**src/hdl/sleep_timer_pkg.sv**
```systemverilog
/*
 * Constants and types shared by the sleep wake-up timer and battery monitor.
 * Assumes a 25 MHz system clock and a 32.768 kHz low-frequency time base.
 */
package sleep_timer_pkg;

	// ----------------------------------------------------------------
	// Register map
	// ----------------------------------------------------------------
	localparam logic [6:0] ADDR_IRQ_STATUS1 = 7'h03;
	localparam logic [6:0] ADDR_IRQ_STATUS2 = 7'h04;
	localparam logic [6:0] ADDR_IRQ_ENABLE2 = 7'h06;
	localparam logic [6:0] ADDR_MODE_CTRL1 = 7'h07;
	localparam logic [6:0] ADDR_MODE_CTRL2 = 7'h08;
	localparam logic [6:0] ADDR_WAKEUP_EXPONENT = 7'h14;
	localparam logic [6:0] ADDR_WAKEUP_MANT_HIGH = 7'h15;
	localparam logic [6:0] ADDR_WAKEUP_MANT_LOW = 7'h16;
	localparam logic [6:0] ADDR_WAKEUP_COUNT_HIGH = 7'h17;
	localparam logic [6:0] ADDR_WAKEUP_COUNT_LOW = 7'h18;
	localparam logic [6:0] ADDR_RX_EXTENSION = 7'h19;
	localparam logic [6:0] ADDR_BATTERY_THRESHOLD = 7'h1a;
	localparam logic [6:0] ADDR_BATTERY_LEVEL = 7'h1b;

	localparam logic [7:0] RST_WAKEUP_EXPONENT = 8'h03;
	localparam logic [7:0] RST_BATTERY_THRESHOLD = 8'h14;
	localparam logic [7:0] RST_ZERO = 8'h00;

	// ----------------------------------------------------------------
	// Field positions
	// ----------------------------------------------------------------
	localparam int CTRL1_XTAL_ON_BIT = 0;
	localparam int CTRL1_RX_ON_BIT = 2;
	localparam int CTRL1_EXT_LF_XTAL_BIT = 4;
	localparam int CTRL1_WAKEUP_EN_BIT = 5;
	localparam int CTRL1_BATTERY_EN_BIT = 6;
	localparam int CTRL2_DUTY_CYCLE_BIT = 2;
	localparam int IRQ2_BATTERY_BIT = 2;
	localparam int IRQ2_WAKEUP_BIT = 3;

	// ----------------------------------------------------------------
	// Timing
	// ----------------------------------------------------------------
	localparam int SYS_CLK_HZ = 25000000;
	localparam int LF_CLK_HZ = 32768;
	localparam int BATTERY_PERIOD_MS = 1000;
	localparam int BATTERY_MEAS_US = 250;
	localparam int BATTERY_PERIOD_LF_TICKS = LF_CLK_HZ * BATTERY_PERIOD_MS / 1000;
	localparam int BATTERY_MEAS_CYCLES = SYS_CLK_HZ / 1000000 * BATTERY_MEAS_US;
	localparam logic [2:0] BATTERY_REQUIRED_HITS = 3'd4;
	localparam logic [33:0] WAKEUP_UNIT_TICKS = 34'd4;
	localparam logic [24:0] LF_PHASE_STEP = 25'd32768;
	localparam logic [24:0] LF_PHASE_WRAP = 25'd25000000;

	// ----------------------------------------------------------------
	// Types
	// ----------------------------------------------------------------
	typedef struct packed {
		logic [6:0] addr;
		logic [7:0] wdata;
		logic wr;
		logic rd;
	} reg_req_t;

	typedef struct packed {
		logic preamble_valid;
		logic sync_valid;
		logic window_done;
	} rx_detect_t;

	typedef enum logic [3:0] {
		ST_AWAKE = 4'b0001,
		ST_SLEEP = 4'b0010,
		ST_LISTEN = 4'b0100,
		ST_EXTEND = 4'b1000
	} power_state_t;

endpackage : sleep_timer_pkg

```
**src/hdl/lf_scaled_counter.sv**
```systemverilog
/*
 * Counts mantissa units of 4 x 2^exponent low-frequency ticks and pulses on expiry.
 * Assumes i_lf_tick is a one-cycle enable at the 32.768 kHz rate.
 */
`timescale 1ns/1ps
`default_nettype none
module lf_scaled_counter
	import sleep_timer_pkg::*;
(
	input wire logic i_sys_clk,
	input wire logic i_arst_n,
	input wire logic i_lf_tick,
	input wire logic i_run,
	input wire logic [4:0] i_exponent,
	input wire logic [15:0] i_mantissa,
	output logic [15:0] o_count,
	output logic o_expire
);

	logic [33:0] prescale;
	wire [33:0] prescale_last = (WAKEUP_UNIT_TICKS << i_exponent) - 34'd1;
	wire unit_done = i_run && i_lf_tick && (prescale == prescale_last);
	// A zero mantissa would otherwise expire after 65536 units, so it never expires.
	wire period_done = unit_done && (i_mantissa != 16'h0000) && (o_count == i_mantissa - 16'd1);

	always_ff @(posedge i_sys_clk or negedge i_arst_n) begin
		if (!i_arst_n) begin
			prescale <= 34'd0;
			o_count <= 16'h0000;
			o_expire <= 1'b0;
		end else begin
			o_expire <= period_done;
			if (!i_run) begin
				prescale <= 34'd0;
				o_count <= 16'h0000;
			end else if (i_lf_tick) begin
				prescale <= unit_done ? 34'd0 : prescale + 34'd1;
				if (period_done) begin
					o_count <= 16'h0000;
				end else if (unit_done) begin
					o_count <= o_count + 16'd1;
				end
			end
		end
	end

endmodule : lf_scaled_counter
`default_nettype wire

```
**src/hdl/sleep_wakeup_timer_battery_monitor.sv**
```systemverilog
/*
 * Sleep wake-up timer, low battery monitor and low duty cycle receive sequencing.
 * Assumes the register port and all pins are synchronous to i_sys_clk.
 */
`timescale 1ns/1ps
`default_nettype none
module sleep_wakeup_timer_battery_monitor
	import sleep_timer_pkg::*;
#(
	parameter int BATTERY_PERIOD_TICKS = BATTERY_PERIOD_LF_TICKS,
	parameter int BATTERY_MEAS_CLOCKS = BATTERY_MEAS_CYCLES
) (
	input wire logic i_sys_clk,
	input wire logic i_arst_n,
	input wire reg_req_t i_reg_req,
	output logic [7:0] o_reg_rdata,
	input wire logic i_lf_xtal_tick,
	input wire logic [4:0] i_battery_code,
	input wire rx_detect_t i_rx_detect,
	output logic o_interrupt_out_n,
	output logic o_xtal_on,
	output logic o_host_clk_en,
	output logic o_rx_on,
	output logic o_rc_osc_on,
	output logic o_ext_lf_xtal_mode,
	output logic o_battery_detector_on,
	output logic o_wakeup_gpio
);

	// ----------------------------------------------------------------
	// Registers
	// ----------------------------------------------------------------
	logic [7:0] irq_status2;
	logic [7:0] irq_enable2;
	logic [7:0] mode_ctrl1;
	logic [7:0] mode_ctrl2;
	logic [7:0] wakeup_period_exponent;
	logic [7:0] wakeup_period_mantissa_high;
	logic [7:0] wakeup_period_mantissa_low;
	logic [7:0] rx_extension_duration;
	logic [7:0] battery_threshold;
	logic [4:0] battery_level;

	wire wr_en = i_reg_req.wr;
	wire [6:0] addr = i_reg_req.addr;
	wire status2_read = i_reg_req.rd && (addr == ADDR_IRQ_STATUS2);

	wire external_lf_crystal_select = mode_ctrl1[CTRL1_EXT_LF_XTAL_BIT];
	wire battery_enable = mode_ctrl1[CTRL1_BATTERY_EN_BIT];
	wire wakeup_enable = mode_ctrl1[CTRL1_WAKEUP_EN_BIT];
	wire commanded_sleep = !mode_ctrl1[CTRL1_XTAL_ON_BIT] && !mode_ctrl1[CTRL1_RX_ON_BIT];
	wire duty_cycle_enable = mode_ctrl2[CTRL2_DUTY_CYCLE_BIT];
	wire [4:0] shared_exponent = wakeup_period_exponent[4:0];

	// ----------------------------------------------------------------
	// Low-frequency time base
	// ----------------------------------------------------------------
	// A phase accumulator gives the 32.768 kHz rate on average; a plain divider
	// by 763 would drift about 0.008 percent, which the period formula would show.
	logic [24:0] lf_phase;
	logic rc_tick;
	power_state_t state;
	wire in_sleep = (state != ST_AWAKE);
	wire [24:0] lf_phase_sum = lf_phase + LF_PHASE_STEP;
	wire rc_phase_wrap = (lf_phase_sum >= LF_PHASE_WRAP);
	wire lf_tick = external_lf_crystal_select ? i_lf_xtal_tick : rc_tick;
	wire rc_needed = (battery_enable || wakeup_enable || duty_cycle_enable) && !external_lf_crystal_select;

	always_ff @(posedge i_sys_clk or negedge i_arst_n) begin
		if (!i_arst_n) begin
			lf_phase <= 25'd0;
			rc_tick <= 1'b0;
		end else if (o_rc_osc_on) begin
			lf_phase <= rc_phase_wrap ? lf_phase_sum - LF_PHASE_WRAP : lf_phase_sum;
			rc_tick <= rc_phase_wrap;
		end else begin
			rc_tick <= 1'b0;
		end
	end

	// ----------------------------------------------------------------
	// Wake-up timer and receive extension
	// ----------------------------------------------------------------
	logic wakeup_armed;
	logic [15:0] wakeup_count;
	logic wakeup_expire;
	logic extend_expire;

	lf_scaled_counter u_wakeup_timer (
		.i_sys_clk(i_sys_clk),
		.i_arst_n(i_arst_n),
		.i_lf_tick(lf_tick),
		.i_run(wakeup_armed && in_sleep),
		.i_exponent(shared_exponent),
		.i_mantissa({wakeup_period_mantissa_high, wakeup_period_mantissa_low}),
		.o_count(wakeup_count),
		.o_expire(wakeup_expire)
	);

	lf_scaled_counter u_rx_extension (
		.i_sys_clk(i_sys_clk),
		.i_arst_n(i_arst_n),
		.i_lf_tick(lf_tick),
		.i_run(state == ST_EXTEND),
		.i_exponent(shared_exponent),
		.i_mantissa({8'h00, rx_extension_duration}),
		.o_count(),
		.o_expire(extend_expire)
	);

	// ----------------------------------------------------------------
	// Battery detector sequencing
	// ----------------------------------------------------------------
	logic [15:0] battery_tick_count;
	logic [15:0] battery_meas_count;
	logic [2:0] battery_hits;
	wire battery_period_done = battery_enable && lf_tick
		&& (battery_tick_count == 16'(BATTERY_PERIOD_TICKS - 1));
	wire battery_meas_done = o_battery_detector_on
		&& (battery_meas_count == 16'(BATTERY_MEAS_CLOCKS - 1));
	wire battery_below = (i_battery_code < battery_threshold[4:0]);
	wire [2:0] next_battery_hits = !battery_below ? 3'd0 :
		(battery_hits == BATTERY_REQUIRED_HITS) ? battery_hits : battery_hits + 3'd1;
	wire battery_event = battery_meas_done && battery_below
		&& (battery_hits == BATTERY_REQUIRED_HITS - 3'd1);

	always_ff @(posedge i_sys_clk or negedge i_arst_n) begin
		if (!i_arst_n) begin
			battery_tick_count <= 16'h0000;
			battery_meas_count <= 16'h0000;
			battery_hits <= 3'd0;
			battery_level <= 5'd0;
			o_battery_detector_on <= 1'b0;
		end else if (!battery_enable) begin
			battery_tick_count <= 16'h0000;
			battery_meas_count <= 16'h0000;
			battery_hits <= 3'd0;
			o_battery_detector_on <= 1'b0;
		end else begin
			if (lf_tick) begin
				battery_tick_count <= battery_period_done ? 16'h0000 : battery_tick_count + 16'd1;
			end
			if (battery_period_done) begin
				o_battery_detector_on <= 1'b1;
			end else if (battery_meas_done) begin
				o_battery_detector_on <= 1'b0;
			end
			battery_meas_count <= o_battery_detector_on && !battery_meas_done ? battery_meas_count + 16'd1 : 16'h0000;
			if (battery_meas_done) begin
				battery_level <= i_battery_code;
				battery_hits <= next_battery_hits;
			end
		end
	end

	// ----------------------------------------------------------------
	// Power state
	// ----------------------------------------------------------------
	wire irq_pending = !o_interrupt_out_n;
	wire wakeup_irq_enabled = irq_enable2[IRQ2_WAKEUP_BIT];
	wire both_found = i_rx_detect.preamble_valid && i_rx_detect.sync_valid;
	power_state_t next_state;

	always_comb begin
		next_state = state;
		unique case (state)
			ST_AWAKE: begin
				// Leaving for sleep waits until every pending interrupt has been read.
				if (commanded_sleep && !irq_pending) begin
					next_state = ST_SLEEP;
				end
			end
			ST_SLEEP: begin
				if (!commanded_sleep) begin
					next_state = ST_AWAKE;
				end else if (wakeup_expire && duty_cycle_enable) begin
					next_state = ST_LISTEN;
				end
			end
			ST_LISTEN: begin
				if (!commanded_sleep) begin
					next_state = ST_AWAKE;
				end else if (both_found) begin
					next_state = ST_EXTEND;
				end else if (i_rx_detect.window_done) begin
					next_state = ST_SLEEP;
				end
			end
			ST_EXTEND: begin
				if (!commanded_sleep) begin
					next_state = ST_AWAKE;
				end else if (extend_expire) begin
					next_state = ST_SLEEP;
				end
			end
		endcase
	end

	always_ff @(posedge i_sys_clk or negedge i_arst_n) begin
		if (!i_arst_n) begin
			state <= ST_AWAKE;
			wakeup_armed <= 1'b0;
			o_wakeup_gpio <= 1'b0;
		end else begin
			state <= next_state;
			if (state == ST_AWAKE && next_state == ST_SLEEP) begin
				wakeup_armed <= wakeup_enable;
			end else if (next_state == ST_AWAKE) begin
				wakeup_armed <= 1'b0;
			end
			// Without the interrupt the expiry marks the pin and the masked status bit; state moves only when duty cycling is on.
			o_wakeup_gpio <= wakeup_expire && !wakeup_irq_enabled;
		end
	end

	// ----------------------------------------------------------------
	// Register port
	// ----------------------------------------------------------------
	wire [7:0] status2_set = ({7'h00, wakeup_expire} << IRQ2_WAKEUP_BIT)
		| ({7'h00, battery_event} << IRQ2_BATTERY_BIT);
	// A new event in the same cycle as the status read stays set.
	wire [7:0] next_irq_status2 = (status2_read ? 8'h00 : irq_status2) | status2_set;

	always_ff @(posedge i_sys_clk or negedge i_arst_n) begin
		if (!i_arst_n) begin
			irq_status2 <= RST_ZERO;
			irq_enable2 <= RST_ZERO;
			mode_ctrl1 <= RST_ZERO;
			mode_ctrl2 <= RST_ZERO;
			wakeup_period_exponent <= RST_WAKEUP_EXPONENT;
			wakeup_period_mantissa_high <= RST_ZERO;
			wakeup_period_mantissa_low <= RST_ZERO;
			rx_extension_duration <= RST_ZERO;
			battery_threshold <= RST_BATTERY_THRESHOLD;
		end else begin
			irq_status2 <= next_irq_status2;
			if (wr_en) begin
				unique case (addr)
					ADDR_IRQ_ENABLE2: irq_enable2 <= i_reg_req.wdata;
					ADDR_MODE_CTRL1: mode_ctrl1 <= i_reg_req.wdata;
					ADDR_MODE_CTRL2: mode_ctrl2 <= i_reg_req.wdata;
					ADDR_WAKEUP_EXPONENT: wakeup_period_exponent <= {3'b000, i_reg_req.wdata[4:0]};
					ADDR_WAKEUP_MANT_HIGH: wakeup_period_mantissa_high <= i_reg_req.wdata;
					ADDR_WAKEUP_MANT_LOW: wakeup_period_mantissa_low <= i_reg_req.wdata;
					ADDR_RX_EXTENSION: rx_extension_duration <= i_reg_req.wdata;
					ADDR_BATTERY_THRESHOLD: battery_threshold <= {3'b000, i_reg_req.wdata[4:0]};
					default: ;
				endcase
			end
		end
	end

	logic [7:0] read_mux;
	always_comb begin
		unique case (addr)
			ADDR_IRQ_STATUS2: read_mux = irq_status2;
			ADDR_IRQ_ENABLE2: read_mux = irq_enable2;
			ADDR_MODE_CTRL1: read_mux = mode_ctrl1;
			ADDR_MODE_CTRL2: read_mux = mode_ctrl2;
			ADDR_WAKEUP_EXPONENT: read_mux = wakeup_period_exponent;
			ADDR_WAKEUP_MANT_HIGH: read_mux = wakeup_period_mantissa_high;
			ADDR_WAKEUP_MANT_LOW: read_mux = wakeup_period_mantissa_low;
			ADDR_WAKEUP_COUNT_HIGH: read_mux = wakeup_count[15:8];
			ADDR_WAKEUP_COUNT_LOW: read_mux = wakeup_count[7:0];
			ADDR_RX_EXTENSION: read_mux = rx_extension_duration;
			ADDR_BATTERY_THRESHOLD: read_mux = battery_threshold;
			ADDR_BATTERY_LEVEL: read_mux = {3'b000, battery_level};
			default: read_mux = 8'h00;
		endcase
	end

	always_ff @(posedge i_sys_clk or negedge i_arst_n) begin
		if (!i_arst_n) begin
			o_reg_rdata <= 8'h00;
		end else if (i_reg_req.rd) begin
			o_reg_rdata <= read_mux;
		end
	end

	// ----------------------------------------------------------------
	// Pins
	// ----------------------------------------------------------------
	assign o_interrupt_out_n = !(|(irq_status2 & irq_enable2));
	// The crystal stays up while an interrupt waits, so the host has a clock to serve it.
	assign o_xtal_on = (state == ST_AWAKE) || (state == ST_LISTEN) || (state == ST_EXTEND) || irq_pending;
	assign o_host_clk_en = o_xtal_on;
	assign o_rx_on = ((state == ST_AWAKE) && mode_ctrl1[CTRL1_RX_ON_BIT]) || (state == ST_LISTEN) || (state == ST_EXTEND);
	assign o_rc_osc_on = rc_needed && (in_sleep || battery_enable);
	assign o_ext_lf_xtal_mode = external_lf_crystal_select;

endmodule : sleep_wakeup_timer_battery_monitor
`default_nettype wire

```
**config.mk**
```make
export PLATFORM = sky130hd
export DESIGN_NAME = sleep_wakeup_timer_battery_monitor
export DESIGN_NICKNAME = d
export VERILOG_FILES = /design/src/hdl/sleep_timer_pkg.sv /design/src/hdl/lf_scaled_counter.sv /design/src/hdl/sleep_wakeup_timer_battery_monitor.sv
export SDC_FILE = /design/constraint.sdc
export NUM_CORES = 1
export LEC_CHECK = 0
export ABC_AREA = 1
export BUFFER_PORTS_ARGS = -buffer_cell sky130_fd_sc_hd__buf_2
export CAP_MARGIN = 20
export CORE_MARGIN = 2
export CORE_UTILIZATION = 45
export CTS_CLUSTER_DIAMETER = 80
export DETAILED_ROUTE_END_ITERATION = 12
export PLACE_DENSITY = 0.7
export SLEW_MARGIN = 20
export SYNTH_ARGS = -nofsm -noshare
export SYNTH_HDL_FRONTEND = slang
export SYNTH_HIERARCHICAL = 1
export SYNTH_SLANG_ARGS = --single-unit
```
**constraint.sdc**
```tcl
create_clock -name i_sys_clk -period 4.7 [get_ports i_sys_clk]
set_input_delay 0.705 -clock i_sys_clk [delete_from_list [all_inputs] [get_ports i_sys_clk]]
set_output_delay 0.705 -clock i_sys_clk [all_outputs]
set_load 0.01 [all_outputs]
```
# Word-level counts from Yosys, hierarchy flattened
# Cells that the tools add are included.
# Widths: inputs -> output; s select.
[word_totals]
output_inout_bits = 16
reg_bits = 249
word_cells = 176
input_bits = 28
[op_classes]
magnitude_cmp = 2
n_shift = 1
bitwise = 3
n_eq_ne = 35
add_sub_neg = 12
reduce_logical = 55
muxes = 42
[ops]
columns = ["cell", "n"]
rows = [
  ["$mux 16", 13],
  ["$mux 34", 6],
  ["$pmux 8 s12", 1],
  ["$add 34x1->34 const B", 2],
  ["$eq 34x34->1", 2],
  ["$add 16x1->16 const B", 4],
  ["$eq 7x5->1 const B", 8],
  ["$shl 3x5->34 const A", 1],
  ["$sub 34x1->34 const B", 1],
  ["$eq 16x16->1", 2],
  ["$mux 4", 8],
  ["$reduce_bool 16->1", 2],
  ["$add 25x16->25 const B", 1],
  ["$ge 25x25->1 const B", 1],
  ["$logic_and 1x1->1", 25],
  ["$mux 25", 1],
  ["$sub 25x25->25 const B", 1],
  ["$reduce_and 2->1", 12],
  ["$eq 7x3->1 const B", 3],
  ["$eq 16x13->1 const B", 1],
  ["$eq 16x15->1 const B", 1],
  ["$pmux 4 s4", 1],
  ["$sub 16x1->16 const B", 1],
  ["$mux 3", 4],
  ["other kinds (24)", 48],
]

# Depth between registers and ports, before layout
[logic_depth]
word_depth = 9
mapped_depth = 22
mapped_depth_nobuf = 21

# Modules after synthesis
# Netlist, hierarchy kept.
[by_module_without_submodules]
columns = ["mod", "instances", "area_each_um2", "seq_area_each_um2", "cells_per_inst"]
rows = [
  ["lf_scaled_counter", 2, 5551.6, 1276.2, 914],
  ["sleep_wakeup_timer_battery_monitor", 1, 7502.2, 3384.5, 1013],
]

# Least setup slack after synthesis
# No wires, ideal clock.
[synth_path]
path_type = "reg-to-reg"
start = "reg wakeup_period_exponent[3]"
end = "reg u_rx_extension.prescale[5]"
period_less_slack_ps = 2917
path_stages_with_launch = 18
arrival_ps = 2789
setup_ps = 128
n_path_buf = 3
setup_slack_ps = 1783
cell_sequence = "dfrtp_1 nor2_4 buf_2 nand3_1 ha_1 nand3_2 nor2_4 nand2_4 o21bai_1 nand2_1 nor2_1 nand3_1 nor2_4 nand2_4 nand2_4 buf_6 buf_12 nor2_4"
[synth_via]
elab_chain_len = 7
[synth_rtl]
columns = ["item", "line", "text"]
rows = [
  ["start: declaration", "sleep_wakeup_timer_battery_monitor.sv:37", "logic [7:0] wakeup_period_exponent;"],
  ["start signal: assignment", "sleep_wakeup_timer_battery_monitor.sv:242", "ADDR_WAKEUP_EXPONENT: wakeup_period_exponent <= {3'b000, i_reg_req.wdata[4:0]};"],
  ["$shl 3x5->34", "lf_scaled_counter.sv:21", "wire [33:0] prescale_last = (WAKEUP_UNIT_TICKS << i_exponent) - 34'd1;"],
  ["$sub 34x1->34", "lf_scaled_counter.sv:21", ""],
  ["$eq 34x34->1", "lf_scaled_counter.sv:22", "wire unit_done = i_run && i_lf_tick && (prescale == prescale_last);"],
  ["$logic_and 1x1->1", "lf_scaled_counter.sv:22", ""],
  ["$mux 34", "lf_scaled_counter.sv:37", "prescale <= unit_done ? 34'd0 : prescale + 34'd1;"],
  ["$mux 34", "lf_scaled_counter.sv:36", "end else if (i_lf_tick) begin"],
  ["$mux 34", "lf_scaled_counter.sv:33", "if (!i_run) begin"],
  ["end signal: assignment", "lf_scaled_counter.sv:37", ""],
  ["end: declaration", "lf_scaled_counter.sv:20", "logic [33:0] prescale;"],
]
# Every way passes these cells. The select of a mux whose other input is x is not followed.
# A chain may end at the register's enable or synchronous reset.

# Final worst setup path
[layout_path]
start = "reg wakeup_period_exponent[1]"
end = "reg u_wakeup_timer.prescale[6]"
[layout_via]
elab_chain_len = 7
[layout_rtl]
columns = ["item", "line"]
rows = [
  ["$shl 3x5->34", "lf_scaled_counter.sv:21"],
  ["$sub 34x1->34", "lf_scaled_counter.sv:21"],
  ["$eq 34x34->1", "lf_scaled_counter.sv:22"],
  ["$logic_and 1x1->1", "lf_scaled_counter.sv:22"],
  ["$mux 34", "lf_scaled_counter.sv:37"],
  ["$mux 34", "lf_scaled_counter.sv:36"],
  ["$mux 34", "lf_scaled_counter.sv:33"],
  ["end signal: assignment", "lf_scaled_counter.sv:37"],
  ["end: declaration", "lf_scaled_counter.sv:20"],
]
# Every way passes these cells. The select of a mux whose other input is x is not followed.

==> flow_summary.toml <==
[synth]
synth-edff-count = 0
synth_ff_type = "dfrtp_1"
avgSynthCellArea_um2 = 6.549
synth_cell_type_count = 55
synth_warnings = 6
ys_async_sr_fraction_pct = 100.0
syn_inst = 2841
ys_seq_area_share_pct = 31.91
synth-seq-cells = 237
synth_area_um2 = 18610

[worst_setup_path]
start_kind = "flop"
reg2reg_to = "u_wakeup_timer/prescale[6]"
crit_arrival_ps = 4400
rr_worst_depth = 15
endpoint_kind = "flop"
startpoint = "wakeup_period_exponent[1]"
crit_fanout = 33
crit_end = "u_wakeup_timer/prescale[6]"
r2r_setup_slack_ps = 710
r2r_start = "wakeup_period_exponent[1]"
worst-setup-path-type = "reg -> reg"
required_ps = 5120

[pwr]
p_int_w = 0.003839
p_comb_share_pct = 25.8
p_per_area_nw_per_um2 = 289.8
power_switching_w = 0.002020
seqPwrFrac_pct = 38.4
peakVddDrop_uv = 339.8
power_frac_clock_pct = 35.8
p_leak_nw = 9.500
swShare_pct = 34.47

[timing]
period_share_pct = 84.83
fin_skew_ps = 28.67
worst_slack_ps = 712.8
min_period_ps = 3987
worst_pin_slew_ps = 994.3
drv_slew = 0
max_slew_margin_pct = 33.42
rsz0062_at_grt = "false"
finalSetupTns_ps = 0
hold_viol = 0
fmax_mhz = 250.8
fin_worst_hold_slack_ps = 181.1
setup_viol = 0

[final_layout]
area_growth_pct = 8.641
layout_common_cells = "nand2_1 (810), inv_1 (355), nor2_1 (348), nand3_1 (303), dfrtp_1 (232)"
final_cell_area_um2 = 20210
fin_nets = 2944
layout_commonest_cell = "nand2_1"
drive_gt1_share_pct = 9.163
fin_util_pct = 49.50

[grt]
grt_antenna_before_repair = 1
grt_pass1_vias = 17538
grt_pass1_wl_mm = 88.94
track_usage_pct = 24.68
grt_max_degree = 97
grt_overflow_total = 0

[clocking]
tritoncts.num_buffers = 27
postCtsHoldBufs = 0
cts.clk_slew.worst_paths_ps = 60
cts_tree = "built"
htree_levels = 1
cts_sinks = 237
post_cts_buffers = 0
root_buffer = "clkbuf_16"
cts.repair.resized = 0
cts.path.max_buffers = 3
clkLatencyLatePin_ps = 560

[status]
status = "complete, no violations"

[drt]
drc = 0
wl_per_cell_um = 15.49
drt_iter0_drc = 1708
firstDrtPassIters = 8
vias_per_cell = 5.351
vias = 18445
postRouteAntennaNets = 0
totalWireLength_mm = 53.38

[place]
gp_congestion = 0.9803
place_ws_ps = 840.2
portBuffers = 43
place_area_um2 = 19330
place_hpwl_mm = 40.69

[die]
die_area_um2 = 42990
initial_core_util_pct = 45.57
ios = 44
dieWidth_um = 207.3
core_area_um2 = 40830
core.rowCount = 74
fp.dieH_um = 207.3

[job]
drv_cap = 0

[min_path]
hp-class = "in -> async"
-- how the worst min path moves through the flow --
stage                         from              end  cells past startpoint
floorplan                 i_arst_n  battery_hits[0]                      0
global route              i_arst_n     lf_phase[11]                      1
finish                    i_arst_n     lf_phase[11]                      1
global placement    o_reg_rdata[1]   o_reg_rdata[1]                      2
detailed placement  o_reg_rdata[7]   o_reg_rdata[7]                      2
CTS                       i_arst_n     lf_phase[12]                      1
-- logic make-up after synthesis --
family,synth area share (%)
AOI/OAI and AO/OA,7.794
xor gates and xnor gates,4.660
adders and majority gates,1.547
buffers and inverters,9.913
DFF,31.91
muxes,0.05380
other,0.02016
and+or+nand+nor,44.10
-- per-stage QoR --
step | total power, W | cells
6_report | 0.005859 | 3447
5_1_grt | 0.006214 | 3447
4_1_cts | 0.005893 | 3446
3_5_place_dp | 0.003769 | 3396
3_3_place_gp | 0.003756 | 3396
2_1_floorplan | 0.003427 | 2867
-- cell type report --
cell class | count | area (um^2)
antenna | 1 | 2.502
clock buffer | 43 | 785.8
clock inverter | 7 | 92.59
fill | 4071 | 20620
inverter | 386 | 1458
multi-input combinational | 2185 | 10920
sequential | 237 | 5937
tap | 532 | 665.6
timing repair buffer | 56 | 347.8
-- power by group through the flow --
stage          Combinational (W)  Clock (W)  Sequential [W]
2_1_floorplan            0.00120          0         0.00223
3_3_place_gp             0.00148          0         0.00228
3_5_place_dp             0.00149          0         0.00228
4_1_cts                  0.00150    0.00215         0.00225
5_1_grt                  0.00172    0.00223         0.00226
6_report                 0.00151    0.00210         0.00225
-- registers in the layout (all words and copies together), names as in the netlist, 2 cells and up --
| register | count |
|---|---|
| wakeup_period_mantissa_low | 8 |
| u_rx_extension/prescale | 34 |
| u_rx_extension/o_count | 16 |
| u_wakeup_timer/prescale | 34 |
| battery_level | 5 |
| state | 4 |
| mode_ctrl2 | 8 |
| mode_ctrl1 | 8 |
| battery_meas_count | 16 |
| rx_extension_duration | 8 |
| battery_hits | 3 |
| irq_status2 | 2 |
| o_reg_rdata | 8 |
| u_wakeup_timer/o_count | 16 |
| battery_tick_count | 16 |
| wakeup_period_mantissa_high | 8 |
| wakeup_period_exponent | 5 |
| battery_threshold | 5 |
| irq_enable2 | 8 |
| lf_phase | 19 |
-- routing by layer --
layer / track usage [%] / part of all wire (%)
met1: 33.58 / 45
met5: 0 / 0
met4: 9.926 / 4.0
met3: 2.103 / 5.1
met2: 40.67 / 46
-- Yosys cell counts, types with 17 or more instances --
master      n  area (um^2)
a21oi_1    62        310.3
nand2_1   810         3040
nand3_2    17        170.2
ha_1       23        287.8
inv_1     355         1333
xnor2_1    19        166.4
o21ai_0   134        670.6
dfrtp_1   232         5806
clkbuf_1   20        75.07
nand3_1   303         1516
nand4_1    63        394.1
xor2_1     80        700.7
nor2_1    349         1310
nand2_2    26        162.7
nor2_4     55        619.3
nor3_1     83        415.4
-- critical path, stage by stage (launching register included) --
cell and delay, ps:
dfstp_2 920, nor2_2 260, nand3_1 180, ha_1 290
nand3_2 150, nor2_4 220, nand2_4 100, o21bai_1 180
nand2_1 70, nor2_1 80, nand3_1 120, nor2_4 180
nand2_4 180, nand2_4 510, buf_12 270, nor3_1 70
(Power assumes the default switching activity.)
